$ cat src/include/fault_limit_defs.vh
// command codes, field positions, nonvolatile defaults and limits of the fault-limit bank
// included by every design file of this bank
`ifndef FAULT_LIMIT_DEFS_VH
`define FAULT_LIMIT_DEFS_VH

`define CMD_OT_FAULT_LIMIT 8'h4F
`define CMD_OT_ACTION 8'h50
`define CMD_OT_ALARM_LIMIT 8'h51
`define CMD_VIN_OV_LIMIT 8'h55
`define CMD_VIN_OV_ACTION 8'h56

`define DEF_OT_FAULT_LIMIT 16'h007D
`define DEF_OT_ACTION 8'hF9
`define DEF_OT_ALARM_LIMIT 16'h0069
`define DEF_VIN_OV_LIMIT 16'hF81E
`define DEF_VIN_OV_ACTION 8'hB8

`define RSP_MSB 7
`define RSP_LSB 6
`define RTY_MSB 5
`define RTY_LSB 3
`define DLY_MSB 2
`define DLY_LSB 0

`define RSP_CONTINUE 2'h0
`define RSP_SHUTDOWN 2'h3
`define RTY_FOREVER 3'h7

`define EXP_TEMP 5'h00
`define EXP_VIN 5'h1F
`define TEMP_MANT_MIN 11'h000
`define TEMP_MANT_MAX 11'h096
`define VIN_MANT_MIN 11'h002
`define VIN_MANT_MAX 11'h0A0

// restart delay unit: 1 ms at 25 MHz
`define DLY_UNIT_NS 1000000
`define CLK_PERIOD_NS 40
`define DLY_UNIT_CYCLES (`DLY_UNIT_NS / `CLK_PERIOD_NS)

`endif

$ cat src/hdl/fault_limit_response_regs.v
// command registers for over-temperature and input over-voltage limits and actions
// assumes a byte-wide command port decoded from the bus layer, one command per strobe
// and telemetry words in the same linear format as the limits
`timescale 1ns/10ps
`include "fault_limit_defs.vh"

module fault_limit_response_regs (
  input wire sys_clk,
  input wire rst_n,
  input wire cmd_wr,
  input wire cmd_rd,
  input wire [7:0] cmd_code,
  input wire [15:0] cmd_wdata,
  input wire [15:0] temp_meas,
  input wire [15:0] vin_meas,
  input wire fault_clear,
  output reg [15:0] cmd_rdata,
  output reg cmd_rvalid,
  output reg cmd_unsupported,
  output reg data_rejected,
  output reg ot_warning,
  output reg ot_fault,
  output reg vin_ov_fault,
  output reg output_disable,
  output reg fault_latched
);

  reg [7:0] overtemp_action_reg;
  reg [15:0] overtemp_alarm_threshold_reg;
  reg [15:0] overtemp_fault_threshold_reg;
  reg [15:0] input_overvolt_threshold_reg;
  reg [7:0] input_overvolt_action_reg;
  reg [15:0] tick_cnt_reg;
  reg tick_reg;
  reg [15:0] rdata_next;
  reg known;
  wire temp_ok;
  wire vin_ok;
  wire ot_dis;
  wire ov_dis;
  wire ot_lat;
  wire ov_lat;
  wire [1:0] overtemp_response_sel;
  wire [2:0] overtemp_retry_sel;
  wire [2:0] overtemp_delay_sel;
  wire [1:0] input_overvolt_response_sel;
  wire [2:0] input_overvolt_retry_sel;
  wire [2:0] input_overvolt_delay_sel;

  // action fields
  assign overtemp_response_sel = overtemp_action_reg[`RSP_MSB:`RSP_LSB];
  assign overtemp_retry_sel = overtemp_action_reg[`RTY_MSB:`RTY_LSB];
  assign overtemp_delay_sel = overtemp_action_reg[`DLY_MSB:`DLY_LSB];
  assign input_overvolt_response_sel = input_overvolt_action_reg[`RSP_MSB:`RSP_LSB];
  assign input_overvolt_retry_sel = input_overvolt_action_reg[`RTY_MSB:`RTY_LSB];
  assign input_overvolt_delay_sel = input_overvolt_action_reg[`DLY_MSB:`DLY_LSB];

  // temperature limits share one range
  linear_range_check #(
    .EXPONENT(`EXP_TEMP),
    .MANT_MIN(`TEMP_MANT_MIN),
    .MANT_MAX(`TEMP_MANT_MAX)
  ) u_temp_chk (
    .word(cmd_wdata),
    .ok(temp_ok)
  );

  // voltage limit
  linear_range_check #(
    .EXPONENT(`EXP_VIN),
    .MANT_MIN(`VIN_MANT_MIN),
    .MANT_MAX(`VIN_MANT_MAX)
  ) u_vin_chk (
    .word(cmd_wdata),
    .ok(vin_ok)
  );

  // command writes with range screening
  always @(posedge sys_clk or negedge rst_n)
  begin
    if (!rst_n)
    begin
      overtemp_action_reg <= `DEF_OT_ACTION;
      overtemp_alarm_threshold_reg <= `DEF_OT_ALARM_LIMIT;
      overtemp_fault_threshold_reg <= `DEF_OT_FAULT_LIMIT;
      input_overvolt_threshold_reg <= `DEF_VIN_OV_LIMIT;
      input_overvolt_action_reg <= `DEF_VIN_OV_ACTION;
      data_rejected <= 1'b0;
    end
    else
    begin
      data_rejected <= 1'b0;
      if (cmd_wr)
      begin
        case (cmd_code)
          `CMD_OT_ACTION:
            overtemp_action_reg <= cmd_wdata[7:0];
          `CMD_VIN_OV_ACTION:
            input_overvolt_action_reg <= cmd_wdata[7:0];
          `CMD_OT_ALARM_LIMIT:
            if (temp_ok)
              overtemp_alarm_threshold_reg <= cmd_wdata;
            else
              data_rejected <= 1'b1;
          `CMD_OT_FAULT_LIMIT:
            if (temp_ok)
              overtemp_fault_threshold_reg <= cmd_wdata;
            else
              data_rejected <= 1'b1;
          `CMD_VIN_OV_LIMIT:
            if (vin_ok)
              input_overvolt_threshold_reg <= cmd_wdata;
            else
              data_rejected <= 1'b1;
          default:
            data_rejected <= 1'b0;
        endcase
      end
    end
  end

  // read mux
  always @*
  begin
    rdata_next = 16'h0000;
    known = 1'b1;
    case (cmd_code)
      `CMD_OT_ACTION: rdata_next = {8'h00, overtemp_action_reg};
      `CMD_OT_ALARM_LIMIT: rdata_next = overtemp_alarm_threshold_reg;
      `CMD_OT_FAULT_LIMIT: rdata_next = overtemp_fault_threshold_reg;
      `CMD_VIN_OV_LIMIT: rdata_next = input_overvolt_threshold_reg;
      `CMD_VIN_OV_ACTION: rdata_next = {8'h00, input_overvolt_action_reg};
      default: known = 1'b0;
    endcase
  end

  // read answer registered one cycle after the strobe
  always @(posedge sys_clk or negedge rst_n)
  begin
    if (!rst_n)
    begin
      cmd_rdata <= 16'h0000;
      cmd_rvalid <= 1'b0;
      cmd_unsupported <= 1'b0;
    end
    else
    begin
      cmd_rvalid <= cmd_rd;
      cmd_unsupported <= (cmd_rd | cmd_wr) & ~known;
      if (cmd_rd)
        cmd_rdata <= rdata_next;
    end
  end

  // limits share exponent with telemetry, so compare signed mantissas
  always @(posedge sys_clk or negedge rst_n)
  begin
    if (!rst_n)
    begin
      ot_warning <= 1'b0;
      ot_fault <= 1'b0;
      vin_ov_fault <= 1'b0;
    end
    else
    begin
      ot_warning <= $signed(temp_meas[10:0]) >=
                    $signed(overtemp_alarm_threshold_reg[10:0]);
      ot_fault <= $signed(temp_meas[10:0]) >=
                  $signed(overtemp_fault_threshold_reg[10:0]);
      vin_ov_fault <= $signed(vin_meas[10:0]) >=
                      $signed(input_overvolt_threshold_reg[10:0]);
    end
  end

  // 1 ms tick for restart delays
  always @(posedge sys_clk or negedge rst_n)
  begin
    if (!rst_n)
    begin
      tick_cnt_reg <= 16'h0000;
      tick_reg <= 1'b0;
    end
    else if (tick_cnt_reg == `DLY_UNIT_CYCLES - 1)
    begin
      tick_cnt_reg <= 16'h0000;
      tick_reg <= 1'b1;
    end
    else
    begin
      tick_cnt_reg <= tick_cnt_reg + 16'h0001;
      tick_reg <= 1'b0;
    end
  end

  // over-temperature reaction
  fault_action_unit u_ot_act (
    .sys_clk(sys_clk),
    .rst_n(rst_n),
    .action(overtemp_action_reg),
    .fault(ot_fault),
    .tick(tick_reg),
    .clear(fault_clear),
    .disable_out(ot_dis),
    .latched(ot_lat)
  );

  // over-voltage reaction, same decode
  fault_action_unit u_ov_act (
    .sys_clk(sys_clk),
    .rst_n(rst_n),
    .action(input_overvolt_action_reg),
    .fault(vin_ov_fault),
    .tick(tick_reg),
    .clear(fault_clear),
    .disable_out(ov_dis),
    .latched(ov_lat)
  );

  // combined power-stage controls
  always @(posedge sys_clk or negedge rst_n)
  begin
    if (!rst_n)
    begin
      output_disable <= 1'b0;
      fault_latched <= 1'b0;
    end
    else
    begin
      output_disable <= ot_dis | ov_dis;
      fault_latched <= ot_lat | ov_lat;
    end
  end

endmodule

$ cat src/hdl/linear_range_check.v
// checks a linear-format word against a fixed exponent and a mantissa window
// assumes a combinational check; caller registers the outcome
`timescale 1ns/10ps
`include "fault_limit_defs.vh"

module linear_range_check #(
  parameter [4:0] EXPONENT = 5'h00,
  parameter [10:0] MANT_MIN = 11'h000,
  parameter [10:0] MANT_MAX = 11'h000
) (
  input wire [15:0] word,
  output wire ok
);

  // exponent must match and mantissa must sit inside the window
  assign ok = (word[15:11] == EXPONENT) && (word[10] == 1'b0) &&
              (word[10:0] >= MANT_MIN) && (word[10:0] <= MANT_MAX);

endmodule

$ cat src/hdl/fault_action_unit.v
// turns an action byte and a fault level into output disable and restart behaviour
// assumes fault level synchronous to sys_clk and a 1 ms tick
`timescale 1ns/10ps
`include "fault_limit_defs.vh"

module fault_action_unit (
  input wire sys_clk,
  input wire rst_n,
  input wire [7:0] action,
  input wire fault,
  input wire tick,
  input wire clear,
  output reg disable_out,
  output reg latched
);

  localparam ST_RUN = 2'h0;
  localparam ST_OFF = 2'h1;
  localparam ST_WAIT = 2'h2;
  localparam ST_LOCK = 2'h3;

  reg [1:0] state_reg;
  reg [2:0] dly_reg;
  wire [1:0] rsp;
  wire [2:0] rty;
  wire [2:0] dly;

  assign rsp = action[`RSP_MSB:`RSP_LSB];
  assign rty = action[`RTY_MSB:`RTY_LSB];
  assign dly = action[`DLY_MSB:`DLY_LSB];

  // response sequencer
  always @(posedge sys_clk or negedge rst_n)
  begin
    if (!rst_n)
    begin
      state_reg <= ST_RUN;
      dly_reg <= 3'h0;
      disable_out <= 1'b0;
      latched <= 1'b0;
    end
    else
    begin
      case (state_reg)
        ST_RUN:
        begin
          disable_out <= 1'b0;
          // continue operation on response 00
          if (fault && rsp != `RSP_CONTINUE)
          begin
            disable_out <= 1'b1;
            state_reg <= ST_OFF;
          end
        end
        ST_OFF:
        begin
          if (rty == 3'h0 && dly == 3'h0)
          begin
            latched <= 1'b1;
            state_reg <= ST_LOCK;
          end
          else if (!fault)
          begin
            dly_reg <= dly;
            state_reg <= ST_WAIT;
          end
        end
        ST_WAIT:
        begin
          // hiccup delay in 1 ms steps, then re-enable
          if (fault)
            state_reg <= ST_OFF;
          else if (dly_reg == 3'h0)
          begin
            disable_out <= 1'b0;
            state_reg <= ST_RUN;
          end
          else if (tick)
            dly_reg <= dly_reg - 3'h1;
        end
        ST_LOCK:
        begin
          // output held off until software clears while the fault is gone
          if (clear && !fault)
          begin
            latched <= 1'b0;
            disable_out <= 1'b0;
            state_reg <= ST_RUN;
          end
        end
        default:
          state_reg <= ST_RUN;
      endcase
    end
  end

endmodule

$ cat config.mk
export PLATFORM = sky130hd
export DESIGN_NAME = fault_limit_response_regs
export DESIGN_NICKNAME = d
export VERILOG_FILES = /design/src/hdl/fault_limit_response_regs.v /design/src/hdl/linear_range_check.v /design/src/hdl/fault_action_unit.v
export VERILOG_INCLUDE_DIRS = /design/src /design/src/include
export SDC_FILE = /design/constraint.sdc
export NUM_CORES = 1
export LEC_CHECK = 0
export ABC_AREA = 1
export BUFFER_PORTS_ARGS = -buffer_cell sky130_fd_sc_hd__buf_4
export CORE_ASPECT_RATIO = 0.9
export CORE_UTILIZATION = 59
export DETAILED_ROUTE_END_ITERATION = 6
export GPL_ROUTABILITY_DRIVEN = 0
export PLACE_DENSITY = 0.9
export SLEW_MARGIN = 5
export SYNTH_ARGS = -nofsm -noshare
export SYNTH_HDL_FRONTEND = slang
export SYNTH_HIERARCHICAL = 1
export SYNTH_SLANG_ARGS = --single-unit
$ cat constraint.sdc
create_clock -name sys_clk -period 1.8 [get_ports sys_clk]
set_clock_uncertainty 0.1 [all_clocks]
set_input_delay 0.36 -clock sys_clk [delete_from_list [all_inputs] [get_ports sys_clk]]
set_output_delay 0.36 -clock sys_clk [all_outputs]
set_load 0.01 [all_outputs]
==> results.toml <==
[outcome]
status = "complete, no violations"

[setup_path]
cp_top_family = "simple AND/OR/NAND/NOR gates"
cpPeakStageDelay_ns = 0.54
rrSetupSlack_ns = 0.06
worstPathCellList = "inv_1, ha_1, nand2_2, nor2_1, and2_1, nand2_1, nand4_1, nand3_1"
slowest_stage = "dfstp_2"
path_max_fanout = 2
cp.arrival_ns = 1.93
cp-end-kind = "register"
crit_type = "register to register"
cp.buffers_inverters = 1
cp-startpoint = "overtemp_alarm_threshold_reg[6]"
worstSetupStartpointType = "register"
regToRegStartpoint = "overtemp_alarm_threshold_reg[6]"
crit_required_ns = 2.00

[logic_synthesis]
synth-edff-count = 0
ys_ff_latch = 119
synthFlopType = "dfrtp_1"
synth_area_mm2 = 0.00723
synth_area_leaders = "dfrtp_1 31%, nand2_1 12%, dfstp_2 11%"
syn_nets = 1001
synth_top_area_share_pct = 31.2
synth-async-reset-ratio_pct = 100
netlist_instances = 902
synth_fa_ha_area_share_pct = 6.58
synth-simple-area-share_pct = 32.0
synth_top_family_by_area = "simple AND/OR/NAND/NOR gates"
syn_area_per_cell_um2 = 8.01
synth_area_leader_cell = "dfrtp_1"
synth_compound_area_share_pct = 9.47
ys_seq_area_share_pct = 41.7
ys_types = 39
synth_xor_area_share_pct = 1.70
synth.mux.area_fraction_pct = 0
yosysWarnings = 6

[clock_tree]
cts_buffers = 17
clockBufferDepth = 2
clock_latency_ns = 0.42
clock-root-buffer = "clkbuf_16"
clock-sinks = 119
clkTransAtPathRegs_ns = 0.06
cts_tree = "built"
cts_max_level = 4

[route]
vias = 6532
wl_met3_um = 1370
firstDrtPassIters = 7
route.detailed.drc = 0
top_layer = "met4"
ant_nets = 0
wl_per_cell_um = 15.8
drt-vias-per-instance = 5.59
met1Wirelength_um = 7460
routed_wl_um = 18400
dr_wl_met2_um = 9040
drtIter0Drc = 563

[floorplan]
die_area_mm2 = 0.0127
ios = 85
die_x_um = 119
rows = 37
coreArea_mm2 = 0.0117
die_y_um = 107
start_util_pct = 61.9

[timing]
maxSlewViolCount = 0
slew_headroom_pct = 77.0
fin_crit_ns = 1.74
period_share_pct = 96.6
holdWs_ns = 0.0963
hold_viol_final = 0
setup_viol = 0
clock.fmax_mhz = 575
max_slew.worst_pin.slew_ns = 0.342

[power]
pwr-share-clk_pct = 40.2
comb_power_share_pct = 20.6
p_per_area_mw_per_mm2 = 898
p_switching_mw = 2.35
switching_share_pct = 30.2
vdd_drop_max_v = 0.000820
power_frac_seq_pct = 39.2
power_mw = 7.80
p_leak_nw = 4.39
intPower_mw = 5.44

[job]
drv_cap = 0

[global_route]
grt_max_degree = 46
grt_usage_pct = 30.9
antenna_found_initial = 0
grt_pass1_wl_um = 30500
grt_pass1_vias = 6405
gr-total-overflow = 0

[final_layout]
fillers = 839
drive_above_1_share_pct = 25.3
area_growth_pct = 20.2
nets = 1099
antenna_cells = 0

[hold_path]
hold_path_class = "input port to register"
holdCritStartpoint = "cmd_wdata[3]"

[placed_design]
portBuffers = 74
dp_hpwl_um = 13100
synthesized netlist by cell type (2+ instances only):
library cell / n
buf_6: 6
o21ai_2: 22
nor2_1: 67
nor2_8: 3
nand2_4: 5
nand3_1: 91
nor2_2: 5
a21o_1: 3
dfstp_2: 29
xor2_1: 13
nand4_4: 2
o21ai_1: 20
nand2_1: 229
buf_4: 3
dfrtp_1: 90
buf_2: 8
o21ai_0: 24
nor3_1: 5
a21oi_2: 3
o31ai_1: 3
a21oi_1: 19
nor2_4: 12
buf_1: 2
inv_2: 11
ha_1: 38
nand4_1: 23
o21a_1: 14
nand2_2: 25
inv_1: 114
or2_2: 2
and2_1: 3
worst reg2reg max path: cells and delay by family (launching register included):
kind	cells	cell delay (ns)
adder cells (fa/ha/maj)	1	0.31
buffers and inverters	1	0.07
AND/OR/NAND/NOR	6	0.60
flip-flops	1	0.54
per-stage QoR:
| step | setup TNS (ns) | area, um^2 | utilization (%) | instances | setup slack (ns) |
|---|---|---|---|---|---|
| after floorplan | 0 | 7230 | - | 902 | 0.246 |
| final | 0 | 8680 | 74.4 | 1169 | 0.0612 |
| after global placement | 0 | 8090 | 69.3 | 1136 | 0.0374 |
| after CTS | 0 | 8650 | 74.1 | 1169 | 0.0586 |
| after detailed placement | 0 | 8090 | 69.3 | 1136 | 0.00162 |
| after global routing | -0.0172 | 8680 | 74.4 | 1169 | -0.0172 |
layer usage:
layer / GRT usage [%] / up-vias
met3: 6.22 / 63
met1: 38.5 / 3072
met4: 12.4 / 0
met2: 53.0 / 298
li1: - / 3099
met5: 0 / -
layout make-up:
cell class / instances / area (um^2) / area share (%)
clock buffers: 29 / 531 / 6.11
clock inverters: 3 / 15.0 / 0.173
inverters: 126 / 478 / 5.51
multi-input cells: 637 / 3630 / 41.8
flip-flops and latches: 119 / 3010 / 34.7
well taps: 156 / 195 / 2.25
repair buffers: 99 / 821 / 9.45
timing repair:
item                                    4_1_cts  5_1_grt
hold buffers                                  1        0
resized for setup                             0        8
endpoints found under the setup margin        0        5
hold endpoints to repair                     14        0
setup buffers                                 0        0
power groups by stage:
stage	Combinational, mW	Clock (mW)	Sequential, mW
2_1_floorplan	1.09	0	3.07
3_3_place_gp	1.50	0	3.09
3_5_place_dp	1.56	0	3.10
4_1_cts	1.60	3.13	3.06
5_1_grt	1.80	3.25	3.08
6_report	1.61	3.13	3.06
cells in the final DEF, fill, tap and decap left out, drive strengths merged, types with 14 or more instances in the layout:
master	synthesis	routed
nand2	259	259
dfrtp	90	90
a21oi	22	22
inv	126	126
o21ai	66	66
dfstp	29	29
o21a	14	14
ha	38	38
nor2	87	87
nand4	26	26
buf	19	98
nand3	92	92
clkbuf	1	29
logic make-up (layout without fill, tap and decap cells):
family | Yosys count | after routing
DFF | 119 | 119
adders and majority gates | 38 | 38
and+or+nand+nor | 477 | 477
xor gates and xnor gates | 14 | 14
AOI/OAI and AO/OA | 108 | 108
buffers and inverters | 146 | 257
final timing paths:
path | endpoint | depth (start not counted)
min in group asynchronous | overtemp_fault_threshold_reg[1] | 2
max in group asynchronous | input_overvolt_threshold_reg[13] | 3
worst max-delay path | ot_warning | 8
worst min-delay path | overtemp_alarm_threshold_reg[3] | 3
worst min register to register | input_overvolt_threshold_reg[15] | 2
worst max register to register | ot_warning | 8
No activity file was read; power rests on OpenSTA's default activity.
